===== config.mk =====
export PLATFORM = sky130hd
export DESIGN_NAME = gpt_timer_core
export DESIGN_NICKNAME = d
export VERILOG_FILES = /design/src/gpt_pkg.sv /design/src/gpt_tick_if.sv /design/src/gpt_timer_core.sv /design/src/gpt_prescaler.sv
export VERILOG_INCLUDE_DIRS = /design/src
export SDC_FILE = /design/constraint.sdc
export NUM_CORES = 1
export LEC_CHECK = 0
export ABC_CLOCK_PERIOD_IN_PS = 20300
export BUFFER_PORTS_ARGS = -buffer_cell sky130_fd_sc_hd__clkbuf_2
export CORE_MARGIN = 2
export CORE_UTILIZATION = 25
export DETAILED_ROUTE_END_ITERATION = 7
export PLACE_DENSITY = 0.45
export REMOVE_ABC_BUFFERS = 1
export SLEW_MARGIN = 25
export SYNTH_ARGS = -nofsm -noshare
export SYNTH_HDL_FRONTEND = slang
export SYNTH_SLANG_ARGS = --single-unit

===== constraint.sdc =====
create_clock -name clk -period 20.3 [get_ports clk]
set_input_delay 2.03 -clock clk [delete_from_list [all_inputs] [get_ports clk]]
set_output_delay 2.03 -clock clk [all_outputs]
set_load 0.01 [all_outputs]

===== src/gpt_consts.svh =====
// register offsets, field positions, reset values and counts of the timer
`ifndef GPT_CONSTS_SVH
`define GPT_CONSTS_SVH
// ************************************************************
// register offsets (byte addresses)
// ************************************************************
`define GPT_RTOS_RELOAD 32'hffff0300
`define GPT_RTOS_COUNT 32'hffff0304
`define GPT_RTOS_CTRL 32'hffff0308
`define GPT_RTOS_CLR 32'hffff030c
`define GPT_WIDE_RELOAD 32'hffff0320
`define GPT_WIDE_COUNT 32'hffff0324
`define GPT_WIDE_CTRL 32'hffff0328
`define GPT_WIDE_CLR 32'hffff032c
`define GPT_IRQ_STATUS 32'hffff0340
// ************************************************************
// control fields
// ************************************************************
`define GPT_UP_BIT 8
`define GPT_EN_BIT 7
`define GPT_PER_BIT 6
`define GPT_FMT_HI 5
`define GPT_FMT_LO 4
`define GPT_PSC_HI 3
`define GPT_PSC_LO 2
`define GPT_CLK_HI 11
`define GPT_CLK_LO 9
`define GPT_RTOS_CTRL_MASK 16'h00fc
`define GPT_WIDE_CTRL_MASK 32'h00000ffc
`define GPT_STAT_RTOS 0
`define GPT_STAT_WIDE 1
// ************************************************************
// reset values
// ************************************************************
`define GPT_RTOS_CNT_RST 16'hffff
`define GPT_WIDE_CNT_RST 32'hffffffff
`define GPT_RTOS_LD_RST 16'h0000
`define GPT_WORD_ZERO 32'h00000000
// ************************************************************
// prescale codes and terminal counts
// ************************************************************
`define GPT_DIV1 2'h0
`define GPT_DIV16 2'h1
`define GPT_DIV256 2'h2
`define GPT_DIV32K 2'h3
`define GPT_DIV1_TOP 15'h0000
`define GPT_DIV16_TOP 15'h000f
`define GPT_DIV256_TOP 15'h00ff
`define GPT_DIV32K_TOP 15'h7fff
`define GPT_PSC_MIN_W 15
// ************************************************************
// clock sources and count formats
// ************************************************************
`define GPT_SRC_CORE 3'h0
`define GPT_SRC_SLOW 3'h1
`define GPT_SRC_UCLK 3'h2
`define GPT_SRC_PIN 3'h3
`define GPT_FMT_TOD23 2'h2
`define GPT_FMT_TOD255 2'h3
`define GPT_FRAC_MAX 7'h7f
`define GPT_SEC_MAX 6'h3b
`define GPT_HR_MAX24 8'h17
`define GPT_HR_MAX255 8'hff
`endif


===== src/gpt_pkg.sv =====
// types shared by the timer modules
`default_nettype none
package gpt_pkg;
  typedef logic [31:0] gpt_word_t;
  // time-of-day layout of the wide counter
  typedef struct packed {
    logic [7:0] hours;
    logic [1:0] rsvA;
    logic [5:0] minutes;
    logic [1:0] rsvB;
    logic [5:0] seconds;
    logic rsvC;
    logic [6:0] frac;
  } gpt_tod_s;
endpackage : gpt_pkg
`default_nettype wire


===== src/gpt_tick_if.sv =====
// link between a counter and its prescaler
`timescale 1ns/1ps
`default_nettype none
interface gpt_tick_if;
  logic run;
  logic restart;
  logic srcEdge;
  logic [1:0] divSel;
  logic tick;
  modport ctrl (output run, output restart, output srcEdge, output divSel,
    input tick);
  modport pre (input run, input restart, input srcEdge, input divSel,
    output tick);
endinterface : gpt_tick_if
`default_nettype wire


===== src/gpt_timer_core.sv =====
// 16-bit rtos timer and 32-bit wide timer with register port
// ************************************************************
// ************************************************************
//
// Chosen here: the strobed register port.
`timescale 1ns/1ps
`default_nettype none
`include "gpt_consts.svh"
module gpt_timer_core
  import gpt_pkg::*;
(
  // clock and reset
  input wire logic clk,
  input wire logic sys_rst,
  // register port
  input wire logic [31:0] regAddr,
  input wire logic [31:0] regWrData,
  input wire logic regWrStrobe,
  input wire logic regRdStrobe,
  output logic [31:0] regRdData,
  // asynchronous count sources
  input wire logic srcSlowClk,
  input wire logic srcUclk,
  input wire logic srcEdgePin,
  // events
  output logic rtosIrq,
  output logic wideIrq,
  output logic rtosAdcStart,
  output logic wideAdcStart
);
  // ************************************************************
  // time-of-day arithmetic
  // ************************************************************
  function automatic gpt_word_t todInc(input gpt_word_t v,
    input logic [7:0] hmax);
    gpt_tod_s t;
    t = v;
    t.rsvA = '0;
    t.rsvB = '0;
    t.rsvC = 1'b0;
    if (t.frac != `GPT_FRAC_MAX)
      t.frac = t.frac + 7'h01;
    else
    begin
      t.frac = '0;
      if (t.seconds != `GPT_SEC_MAX)
        t.seconds = t.seconds + 6'h01;
      else
      begin
        t.seconds = '0;
        if (t.minutes != `GPT_SEC_MAX)
          t.minutes = t.minutes + 6'h01;
        else
        begin
          t.minutes = '0;
          t.hours = (t.hours >= hmax) ? 8'h00 : t.hours + 8'h01;
        end
      end
    end
    todInc = t;
  endfunction : todInc

  function automatic gpt_word_t todDec(input gpt_word_t v,
    input logic [7:0] hmax);
    gpt_tod_s t;
    t = v;
    t.rsvA = '0;
    t.rsvB = '0;
    t.rsvC = 1'b0;
    if (t.frac != 7'h00)
      t.frac = t.frac - 7'h01;
    else
    begin
      t.frac = `GPT_FRAC_MAX;
      if (t.seconds != 6'h00)
        t.seconds = t.seconds - 6'h01;
      else
      begin
        t.seconds = `GPT_SEC_MAX;
        if (t.minutes != 6'h00)
          t.minutes = t.minutes - 6'h01;
        else
        begin
          t.minutes = `GPT_SEC_MAX;
          t.hours = (t.hours == 8'h00) ? hmax : t.hours - 8'h01;
        end
      end
    end
    todDec = t;
  endfunction : todDec

  // one count step in either format and direction
  function automatic gpt_word_t wideStepOf(input gpt_word_t v,
    input logic up, input logic tod, input logic [7:0] hmax);
    if (tod)
      wideStepOf = up ? todInc(v, hmax) : todDec(v, hmax);
    else
      wideStepOf = up ? v + 32'h1 : v - 32'h1;
  endfunction : wideStepOf

  // ************************************************************
  // source synchronisers
  // ************************************************************
  logic [2:0] pinS1;
  logic [2:0] pinS2;
  logic [2:0] pinS3;
  logic [2:0] pinLvl;
  wire logic [2:0] pinRise;

  // three stages; a rise counts once stages two and three are both high
  always_ff @(posedge clk or posedge sys_rst)
  begin
    if (sys_rst)
    begin
      pinS1 <= '0;
      pinS2 <= '0;
      pinS3 <= '0;
      pinLvl <= '0;
    end
    else
    begin
      pinS1 <= {srcEdgePin, srcUclk, srcSlowClk};
      pinS2 <= pinS1;
      pinS3 <= pinS2;
      pinLvl <= (pinS2 & pinS3) | (pinLvl & (pinS2 | pinS3));
    end
  end
  assign pinRise = pinS2 & pinS3 & ~pinLvl;

  // ************************************************************
  // register decode
  // ************************************************************
  wire logic wrRtosReload = regWrStrobe && regAddr == `GPT_RTOS_RELOAD;
  wire logic wrRtosCtrl = regWrStrobe && regAddr == `GPT_RTOS_CTRL;
  wire logic wrRtosClr = regWrStrobe && regAddr == `GPT_RTOS_CLR;
  wire logic wrWideReload = regWrStrobe && regAddr == `GPT_WIDE_RELOAD;
  wire logic wrWideCtrl = regWrStrobe && regAddr == `GPT_WIDE_CTRL;
  wire logic wrWideClr = regWrStrobe && regAddr == `GPT_WIDE_CLR;

  logic [15:0] rtosReload;
  logic [15:0] rtosCtrl;
  logic [15:0] rtosCount;
  logic rtosLoad;
  gpt_word_t wideReload;
  gpt_word_t wideCtrl;
  gpt_word_t wideCount;
  logic wideLoad;

  // software registers; a control write schedules a load
  always_ff @(posedge clk or posedge sys_rst)
  begin
    if (sys_rst)
    begin
      rtosReload <= `GPT_RTOS_LD_RST;
      rtosCtrl <= `GPT_RTOS_LD_RST;
      wideReload <= `GPT_WORD_ZERO;
      wideCtrl <= `GPT_WORD_ZERO;
      rtosLoad <= 1'b0;
      wideLoad <= 1'b0;
    end
    else
    begin
      if (wrRtosReload)
        rtosReload <= regWrData[15:0];
      if (wrRtosCtrl)
        rtosCtrl <= regWrData[15:0] & `GPT_RTOS_CTRL_MASK;
      if (wrWideReload)
        wideReload <= regWrData;
      if (wrWideCtrl)
        wideCtrl <= regWrData & `GPT_WIDE_CTRL_MASK;
      rtosLoad <= wrRtosCtrl;
      wideLoad <= wrWideCtrl;
    end
  end

  // ************************************************************
  // rtos timer
  // ************************************************************
  gpt_tick_if rtosTk ();
  wire logic rtosEn = rtosCtrl[`GPT_EN_BIT];
  wire logic rtosPer = rtosCtrl[`GPT_PER_BIT];
  wire logic [1:0] rtosPsc = rtosCtrl[`GPT_PSC_HI:`GPT_PSC_LO];
  assign rtosTk.run = rtosEn;
  assign rtosTk.restart = rtosLoad;
  assign rtosTk.srcEdge = 1'b1; // core clock only
  assign rtosTk.divSel = (rtosPsc == `GPT_DIV32K) ? `GPT_DIV1 : rtosPsc;

  gpt_prescaler #(.PSC_W(`GPT_PSC_MIN_W)) rtosPre (
    .clk(clk),
    .sys_rst(sys_rst),
    .tk(rtosTk)
  );

  wire logic rtosAdv = rtosTk.tick && !rtosLoad;
  // periodic reloads one step in, so the period is reload ticks
  wire logic [15:0] rtosStep = (rtosPer && rtosCount == 16'h0) ?
    rtosReload - 16'h1 : rtosCount - 16'h1;
  wire logic rtosEvent = rtosAdv && rtosStep == 16'h0;
  wire logic [15:0] next_rtosCount = rtosLoad ?
    (rtosPer ? rtosReload : `GPT_RTOS_CNT_RST) :
    (rtosAdv ? rtosStep : rtosCount);

  // ************************************************************
  // wide timer
  // ************************************************************
  gpt_tick_if wideTk ();
  wire logic wideEn = wideCtrl[`GPT_EN_BIT];
  wire logic widePer = wideCtrl[`GPT_PER_BIT];
  wire logic wideUp = wideCtrl[`GPT_UP_BIT];
  wire logic [1:0] wideFmt = wideCtrl[`GPT_FMT_HI:`GPT_FMT_LO];
  wire logic [2:0] wideSrc = wideCtrl[`GPT_CLK_HI:`GPT_CLK_LO];
  wire logic wideTod = wideFmt == `GPT_FMT_TOD23 ||
    wideFmt == `GPT_FMT_TOD255;
  wire logic [7:0] wideHmax = (wideFmt == `GPT_FMT_TOD255) ?
    `GPT_HR_MAX255 : `GPT_HR_MAX24;
  wire gpt_word_t wideFull = wideTod ? {wideHmax, 2'b00, `GPT_SEC_MAX,
    2'b00, `GPT_SEC_MAX, 1'b0, `GPT_FRAC_MAX} : `GPT_WIDE_CNT_RST;
  wire gpt_word_t wideTerm = wideUp ? wideFull : `GPT_WORD_ZERO;
  wire gpt_tod_s wideTodView = wideCount;

  assign wideTk.run = wideEn;
  assign wideTk.restart = wideLoad;
  assign wideTk.divSel = wideCtrl[`GPT_PSC_HI:`GPT_PSC_LO];
  assign wideTk.srcEdge = (wideSrc == `GPT_SRC_CORE) ? 1'b1 :
    (wideSrc == `GPT_SRC_SLOW) ? pinRise[0] :
    (wideSrc == `GPT_SRC_UCLK) ? pinRise[1] :
    (wideSrc == `GPT_SRC_PIN) ? pinRise[2] : 1'b0;

  gpt_prescaler #(.PSC_W(`GPT_PSC_MIN_W)) widePre (
    .clk(clk),
    .sys_rst(sys_rst),
    .tk(wideTk)
  );

  wire logic wideAdv = wideTk.tick && !wideLoad;
  // up: period is full minus reload ticks
  wire gpt_word_t wideStep = (widePer && wideCount == wideTerm) ?
    wideStepOf(wideReload, wideUp, wideTod, wideHmax) :
    wideStepOf(wideCount, wideUp, wideTod, wideHmax);
  wire logic wideEvent = wideAdv && wideStep == wideTerm;
  wire gpt_word_t wideStart = widePer ? wideReload :
    (wideUp ? `GPT_WORD_ZERO : wideFull);
  wire gpt_word_t next_wideCount = wideLoad ? wideStart :
    (wideAdv ? wideStep : wideCount);

  // ************************************************************
  // counters and interrupt flags
  // ************************************************************
  wire logic next_rtosIrq = rtosEvent || (rtosIrq && !wrRtosClr);
  wire logic next_wideIrq = wideEvent || (wideIrq && !wrWideClr);

  always_ff @(posedge clk or posedge sys_rst)
  begin
    if (sys_rst)
    begin
      rtosCount <= `GPT_RTOS_CNT_RST;
      wideCount <= `GPT_WIDE_CNT_RST;
      rtosIrq <= 1'b0;
      wideIrq <= 1'b0;
      rtosAdcStart <= 1'b0;
      wideAdcStart <= 1'b0;
    end
    else
    begin
      rtosCount <= next_rtosCount;
      wideCount <= next_wideCount;
      rtosIrq <= next_rtosIrq;
      wideIrq <= next_wideIrq;
      rtosAdcStart <= rtosEvent;
      wideAdcStart <= wideEvent;
    end
  end

  // ************************************************************
  // read port
  // ************************************************************
  wire logic rdRtosCount = regAddr == `GPT_RTOS_COUNT;
  gpt_word_t rdMux;

  // value reads sample the live count without touching it
  always_comb
  begin
    if (regAddr == `GPT_RTOS_RELOAD)
      rdMux = {16'h0000, rtosReload};
    else if (rdRtosCount)
      rdMux = {16'h0000, rtosCount};
    else if (regAddr == `GPT_RTOS_CTRL)
      rdMux = {16'h0000, rtosCtrl};
    else if (regAddr == `GPT_WIDE_RELOAD)
      rdMux = wideReload;
    else if (regAddr == `GPT_WIDE_COUNT)
      rdMux = wideCount;
    else if (regAddr == `GPT_WIDE_CTRL)
      rdMux = wideCtrl;
    else if (regAddr == `GPT_IRQ_STATUS)
      rdMux = {30'h0, wideIrq, rtosIrq};
    else
      rdMux = `GPT_WORD_ZERO;
  end

  // read data stand only in the cycle after the strobe
  always_ff @(posedge clk or posedge sys_rst)
  begin
    if (sys_rst)
      regRdData <= `GPT_WORD_ZERO;
    else
      regRdData <= regRdStrobe ? rdMux : `GPT_WORD_ZERO;
  end
endmodule : gpt_timer_core
`default_nettype wire


===== src/gpt_prescaler.sv =====
// prescaler dividing source edges by 1, 16, 256 or 32768
`timescale 1ns/1ps
`default_nettype none
`include "gpt_consts.svh"
module gpt_prescaler
  import gpt_pkg::*;
#(
  parameter int PSC_W = 15
)
(
  // clock and reset
  input wire logic clk,
  input wire logic sys_rst,
  // counter side
  gpt_tick_if.pre tk
);
  // ************************************************************
  // checks
  // ************************************************************
  if (PSC_W < `GPT_PSC_MIN_W)
  begin : g_bad_width
    $error("prescaler too narrow for divide by 32768");
  end

  // ************************************************************
  // divider
  // ************************************************************
  function automatic logic [PSC_W-1:0] divTop(input logic [1:0] sel);
    if (sel == `GPT_DIV16)
      divTop = PSC_W'(`GPT_DIV16_TOP);
    else if (sel == `GPT_DIV256)
      divTop = PSC_W'(`GPT_DIV256_TOP);
    else if (sel == `GPT_DIV32K)
      divTop = PSC_W'(`GPT_DIV32K_TOP);
    else
      divTop = PSC_W'(`GPT_DIV1_TOP);
  endfunction : divTop

  logic [PSC_W-1:0] count;
  logic [PSC_W-1:0] next_count;
  wire logic atTop;

  // one tick on the source edge that completes a division
  assign atTop = (count >= divTop(tk.divSel));
  assign tk.tick = tk.run && !tk.restart && tk.srcEdge && atTop;
  assign next_count = (tk.restart || !tk.run) ? '0 :
    (tk.srcEdge ? (atTop ? '0 : count + 1'b1) : count);

  // division state
  always_ff @(posedge clk or posedge sys_rst)
  begin
    if (sys_rst)
      count <= '0;
    else
      count <= next_count;
  end
endmodule : gpt_prescaler
`default_nettype wire


==> impl_metrics.csv, run 1 <==
group,metric,value,unit
run_status,status,"finished, final reports clean",
routing,wire_per_inst,22.58,um
cts,ctsLongestPathBuffers,2,
timing,slew_headroom,25.35,%
timing,finalHoldViolCount,0,
yosys,ys_seq_area_share,26.85,%
yosys,yosysUniqueCellTypes,85,
yosys,syn_area_per_cell,7.834,um^2
finish,nets,2505,
placement,io_buffers,106,
pwr,power.leakage,8.402,nW
routing,first_pass_iters,6,
pwr,pwr-share-clk,46.7,%
cts,cts_tree,"built",
pwr,p_seq_share,50.4,%
placement,gp_congestion,0.9110,
placement,place_area,19520,um^2
floorplan,start_util,25.30,%
yosys,synth_edf_count,0,
floorplan,coreArea,71610,um^2
yosys,synth_top_family_by_area,"compound AO/OA/AOI/OAI gates",
finish,drive_above_1_share,13.27,%
floorplan,num_io_pins,107,
global_route,grt_max_degree,134,
floorplan,die_x,273.2,um
yosys,ys_seq_elements,192,
critical_path,end_kind,"register",
yosys,yosys_warnings,0,
flow_run,maxCapViolCount,0,
routing,num_vias,18640,
timing,tns,0,ns
timing,worst_pin_slew,1.119,ns
critical_path,worstPathArrival,6.08,ns
pwr,ir_drop,40.22,uV
yosys,synth-simple-area-share,23.60,%
yosys,synth_compound_area_share,27.42,%
yosys,muxShareOfSynthArea,5.510,%
placement,dp_hpwl,55.89,mm
critical_path,crit_type,"register to register",
cts,hold_buffers,0,
finish,antennaDiodeCount,0,
timing,layout_min_cycle_time,5.696,ns
finish,final_cell_area,20120,um^2
timing,setup_violations,0,
routing,viasPerCell,5.687,
routing,drtAntennaViolNets,0,
yosys,ys_async_sr_fraction,100.0,%
cts,htree_levels,4,
placement,dp_slack,14.69,ns
finish,utilization,28.10,%
finish,syn_to_final_growth,11.06,%
pwr,power,0.7647,mW
pwr,power.switching,0.1964,mW
yosys,synth_ff_type,"dfrtp_1",
pwr,pwr_density_cell,38.00,nW/um^2
timing,post-route-period-util,28.06,%
cts,cts_num_sinks,192,
routing,drc,0,
global_route,grt.total_usage,19.32,%
global_route,grt_pass1_vias,17500,
cts,cts_resized,0,
cts,cts_root_buffer,"clkbuf_16",
routing,drt_iter0_drc,2000,
timing,fmax,0.1756,GHz
yosys,synthAdderAreaFrac,8.466,%
floorplan,dieArea,74650,um^2
timing,fin_ws,14.60,ns
cts,numCtsBuffers,17,
yosys,synthesis.area,18120,um^2
pwr,p_comb_share,2.8,%
critical_path,critPathMaxFanout,58,
hold_path,hold_class,"register to register",
timing,finalClockSkew,0.02057,ns
cts,clk_latency,0.47,ns
floorplan,rows,98,
yosys,synth-xor-area-share,3.335,%
yosys,synthCells,2313,
routing,wirelength,74.02,mm
cts,cts_setup_buffers,0,
critical_path,worst_setup_path_start_kind,"register",
global_route,antenna_found_initial,1,
cts,clk_pin_slew,0.08,ns
floorplan,fp.dieH,273.2,um
critical_path,required,20.69,ns
global_route,grt_pass1_wl,111.4,mm
pwr,p_int,0.5683,mW
global_route,grt_overflow_total,0,
timing,slew_viol_final,0,
pwr,swShare,25.68,%
timing,rsz0062_at_grt,"false",
-- power by group through the flow --
stage | Combinational [mW] | Clock (mW) | Sequential [mW]
after global placement | 0.0221 | 0 | 0.393
after CTS | 0.0226 | 0.368 | 0.386
final | 0.0218 | 0.357 | 0.386
after global routing | 0.0247 | 0.386 | 0.386
after floorplan | 0.00802 | 0 | 0.393
after detailed placement | 0.0226 | 0 | 0.393
-- worst max-delay path, stage by stage, from the launching register on --
cell and delay (ns):
dfrtp_2 0.62, clkinv_2 0.09, buf_4 0.59, buf_4 0.58, ha_1 0.40, a21o_1 0.20, a21o_1 0.20, a2111oi_0 0.62
o22ai_1 0.17, or4_1 0.52, a2111oi_0 0.66, nor2_1 0.13, o21ai_0 0.14, and4_1 0.26, nor2_1 0.05, and4bb_1 0.28
-- placed cells by master (no fill, tap or decap), types with 29 or more instances in the layout --
cell type  instances
nand2_1          229
nor2_1           185
a21oi_1          171
o21ai_0          169
dfrtp_1          142
ha_1             117
clkbuf_2         106
nand3_1           92
nor3_1            78
inv_1             70
mux2_2            58
dfstp_2           48
o211ai_1          44
a21o_1            42
nand4_1           40
and3_1            39
a31oi_1           39
nor4_1            38
xnor2_1           36
xor2_1            33
mux2i_1           30
buf_4             30
a22oi_1           29
-- routing by layer --
layer	routed length [um]	global-route usage [%]
met5	0	0
met3	4174	2.360
met1	33120	26.38
met4	1843	5.393
met2	34880	31.95
-- final timing paths --
kind	from	cells after the start	endpoint	slack, ns
max	wideCtrl[8]$_DFFE_PP0P_	15	wideAdcStart$_DFF_PP0_	14.60
min	pinS1[2]$_DFF_PP0_	0	pinS2[2]$_DFF_PP0_	0.35
max reg2reg	wideCtrl[8]$_DFFE_PP0P_	15	wideAdcStart$_DFF_PP0_	14.60
min reg2reg	pinS1[2]$_DFF_PP0_	0	pinS2[2]$_DFF_PP0_	0.35
max in group asynchronous	sys_rst	3	wideCtrl[5]$_DFFE_PP0P_	17.19
min in group asynchronous	sys_rst	2	pinS1[2]$_DFF_PP0_	1.68
-- Yosys cell counts, types with 23 or more instances --
library cell | n | area share, %
o21ai_0 | 170 | 4.7
o211ai_1 | 44 | 1.8
ha_1 | 117 | 8.1
dfrtp_1 | 144 | 20
nand2_1 | 229 | 4.7
xnor2_1 | 36 | 1.7
clkbuf_1 | 143 | 3.0
nor4_1 | 39 | 1.3
nand4_1 | 40 | 1.4
and3_1 | 39 | 1.3
nor2_1 | 190 | 3.9
a31oi_1 | 39 | 1.3
nor3_1 | 78 | 2.2
a22oi_1 | 29 | 1.2
a21oi_1 | 171 | 4.7
a211oi_1 | 23 | 0.95
xor2_1 | 33 | 1.6
dfstp_2 | 48 | 7.0
nand3_1 | 92 | 2.5
a21o_1 | 42 | 1.7
mux2i_1 | 30 | 1.7
mux2_2 | 58 | 3.6
inv_1 | 72 | 1.5
-- sequential cells by signal, indices dropped and copies added (netlist names) --
| signal | flops |
|---|---|
| wideCtrl | 10 |
| rtosPre.count | 15 |
| pinS1 | 3 |
| wideReload | 32 |
| pinS3 | 3 |
| wideIrq | 1 |
| rtosReload | 16 |
| wideAdcStart | 1 |
| rtosCtrl | 6 |
| rtosIrq | 1 |
| regRdData | 32 |
| rtosCount | 16 |
| rtosAdcStart | 1 |
| wideLoad | 1 |
| wideCount | 32 |
| widePre.count | 15 |
| pinS2 | 3 |
| pinLvl | 3 |
| rtosLoad | 1 |
-- final cells by class --
type / instances / area (um^2)
clock buffer: 18 / 429.2
multi-input combinational: 1896 / 12430
timing repair buffer: 136 / 755.7
sequential: 192 / 4867
inverter: 72 / 284.0
tap: 950 / 1189
clock inverter: 14 / 173.9
fill: 7843 / 51480
-- logic make-up (layout without fill, tap and decap cells) --
| logic type | after synthesis | after routing |
|---|---|---|
| AOI/OAI and AO/OA | 749 | 749 |
| xor gates and xnor gates | 69 | 69 |
| adders and majority gates | 122 | 122 |
| buffers and inverters | 229 | 240 |
| DFF | 192 | 192 |
| muxes | 90 | 90 |
| other | 1 | 5 |
| and+or+nand+nor | 861 | 861 |
-- metrics by stage --
| step | cells | hold WS [ns] |
|---|---|---|
| floorplan | 2160 | 0.3312 |
| global placement | 3246 | 0.3340 |
| detailed placement | 3246 | 0.3364 |
| CTS | 3278 | 0.3555 |
| global route | 3278 | 0.3646 |
| finish | 3278 | 0.3545 |
Power figures use the tool's default switching activity.
==> inputs of run 2 (changes only) <==
--- a/config.mk
+++ b/config.mk
@@ -6,12 +6,12 @@
 export SDC_FILE = /design/constraint.sdc
 export NUM_CORES = 1
 export LEC_CHECK = 0
-export ABC_CLOCK_PERIOD_IN_PS = 20300
+export ABC_CLOCK_PERIOD_IN_PS = 4900
 export BUFFER_PORTS_ARGS = -buffer_cell sky130_fd_sc_hd__clkbuf_2
 export CORE_MARGIN = 2
 export CORE_UTILIZATION = 25
 export DETAILED_ROUTE_END_ITERATION = 7
-export PLACE_DENSITY = 0.45
+export PLACE_DENSITY = 0.46
 export REMOVE_ABC_BUFFERS = 1
 export SLEW_MARGIN = 25
 export SYNTH_ARGS = -nofsm -noshare
==> constraint.sdc (replaced) <==
create_clock -name clk -period 4.9 [get_ports clk]
set_input_delay 0.49 -clock clk [delete_from_list [all_inputs] [get_ports clk]]
set_output_delay 0.49 -clock clk [all_outputs]
set_load 0.01 [all_outputs]
==> run 2 against run 1 <==
Net effect: the flow now finishes with violations (DRC); final cell count grew 1.8%; maximum frequency grew 24%; flip-flop and latch count is the same; critical path depth is the same; clock power grew to 4.3 times the previous value; largest cell class unchanged.
==> impl_metrics.csv, run 2 (synthesis gave the netlist of run 1 again) <==
group,metric,value,unit
global_route,grt.total_usage,20.16,%
placement,gp_congestion,0.9479,
timing,tns,0,ns
finish,syn_to_final_growth,13.79,%
routing,first_pass_iters,8,
pwr,ir_drop,224.2,uV
floorplan,dieArea,74650,um^2
hold_path,hold_class,"primary input to asynchronous set/reset pin",
routing,drc,11,
critical_path,worstPathArrival,4.99,ns
floorplan,start_util,25.30,%
run_status,status,"finished, violations left",
cts,cts_root_buffer,"clkbuf_16",
timing,finalClockSkew,0.01517,ns
timing,slew_headroom,36.01,%
timing,slew_viol_final,0,
finish,drive_above_1_share,15.33,%
finish,final_common_cell,"nand2_1",
placement,io_buffers,106,
routing,viasPerCell,5.703,
floorplan,num_io_pins,107,
timing,fmax,0.2184,GHz
pwr,p_int,2.413,mW
finish,reg_top3,"regRdData: 32 flops, wideCount: 32 flops, wideReload: 32 flops",
pwr,p_comb_share,2.9,%
placement,dp_slack,-0.05919,ns
pwr,p_seq_share,49.4,%
routing,drtAntennaViolNets,0,
floorplan,fp.dieH,273.2,um
timing,layout_min_cycle_time,4.579,ns
finish,final_cell_mix,"229 x nand2_1, 187 x nor2_1, 171 x a21oi_1",
finish,final_cell_area,20620,um^2
finish,multi_input_area,12430,um^2
timing,rsz0062_at_grt,"false",
timing,setup_violations,0,
global_route,grt_max_degree,130,
finish,utilization,28.79,%
pwr,swShare,25.44,%
cts,cts_num_sinks,192,
timing,worst_pin_slew,0.9479,ns
placement,dp_hpwl,59.30,mm
global_route,grt_overflow_total,0,
run_status,violations,"DRC",
cts,htree_levels,4,
floorplan,coreArea,71610,um^2
routing,wire_per_inst,23.04,um
global_route,antenna_found_initial,1,
finish,final_cell_count_no_fill,3338,
finish,fillers,7753,
critical_path,end_kind,"register",
global_route,grt_pass1_wl,115.4,mm
critical_path,worst_setup_path_start_kind,"register",
timing,finalHoldViolCount,0,
finish,nets,2564,
pwr,pwr-share-clk,47.8,%
global_route,grt_pass1_vias,18060,
cts,ctsLongestPathBuffers,2,
pwr,power.switching,0.8234,mW
cts,clk_pin_slew,0.09,ns
critical_path,critPathMaxFanout,27,
pwr,power.leakage,8.738,nW
routing,num_vias,19040,
pwr,pwr_density_cell,157.0,nW/um^2
flow_run,maxCapViolCount,0,
cts,cts_tree,"built",
critical_path,required,5.31,ns
timing,fin_ws,0.3211,ns
routing,drt_iter0_drc,1950,
placement,post-place-cells,3304,
placement,place_area,19960,um^2
timing,hold_slack,0.03379,ns
timing,post-route-period-util,93.45,%
finish,regArea,4867,um^2
floorplan,die_x,273.2,um
cts,numCtsBuffers,17,
critical_path,crit_type,"register to register",
routing,wirelength,76.92,mm
floorplan,rows,98,
cts,clk_latency,0.48,ns
pwr,power,3.236,mW
## run 2: cell types whose count changed in the layout (fill, tap and decap cells not counted), sizes merged
cell,change
buf,+59
bufinv,+1
clkbuf,+1
clkinv,-5
clkinvlp,+1
diode,+1
inv,+2
## run 2: worst paths after layout
check / endpoint / from / cells after the start / slack (ns)
hold / removal: pinS1[1]$_DFF_PP0_ / sys_rst / 2 / 0.03
setup reg to reg: wideAdcStart$_DFF_PP0_ / wideCtrl[8]$_DFFE_PP0P_ / 15 / 0.32
hold reg to reg: pinS2[0]$_DFF_PP0_ / pinS1[0]$_DFF_PP0_ / 0 / 0.35
max in group asynchronous: wideCount[27]$_DFFE_PP1P_ / sys_rst / 3 / 4.00
min in group clk: pinS1[1]$_DFF_PP0_ / srcUclk / 1 / 0.11
setup / recovery: wideAdcStart$_DFF_PP0_ / wideCtrl[8]$_DFFE_PP0P_ / 15 / 0.32
## run 2: timing repair
action / in CTS / in global routing
setup buffers: 0 / 0
hold buffers: 0 / 0
endpoints found under the setup margin: 2 / 1
gates resized for setup: 1 / 1
pin swaps: 0 / 0
## run 2: layer usage
metal  wire [um]  track usage (%)
met2       35960            32.95
met5           0                0
met3        4126            2.781
met1       34100            26.98
met4        2732            7.391
## run 2: critical path, cell delays in order (launching register included)
cell and delay (ns):
dfrtp_2 0.44, clkinv_2 0.07, buf_4 0.32, ha_1 0.36
a21o_1 0.19, a21o_1 0.21, a2111oi_0 0.74, o22ai_1 0.17
or4_1 0.53, a2111oi_0 0.47, buf_4 0.19, nor2_1 0.04
o21ai_0 0.13, and4_1 0.28, nor2_1 0.06, and4bb_1 0.28
## run 2: cell type report
type / instances / share of cell area, %
flip-flops and latches: 192 / 23.61
well taps: 950 / 5.765
clock buffers: 19 / 2.148
clock inverters: 13 / 0.8071
multi-input cells: 1896 / 60.28
inverters: 72 / 1.353
diodes: 1 / 0.01214
repair buffers: 195 / 6.032
## run 2: power groups by stage
| stage | clock [mW] | sequential [mW] | combinational (mW) |
|---|---|---|---|
| final | 1.55 | 1.60 | 0.0934 |
| after global routing | 1.64 | 1.60 | 0.105 |
| after CTS | 1.58 | 1.60 | 0.0939 |
| after detailed placement | 0 | 1.63 | 0.0938 |
| after global placement | 0 | 1.63 | 0.0919 |
| after floorplan | 0 | 1.63 | 0.0332 |
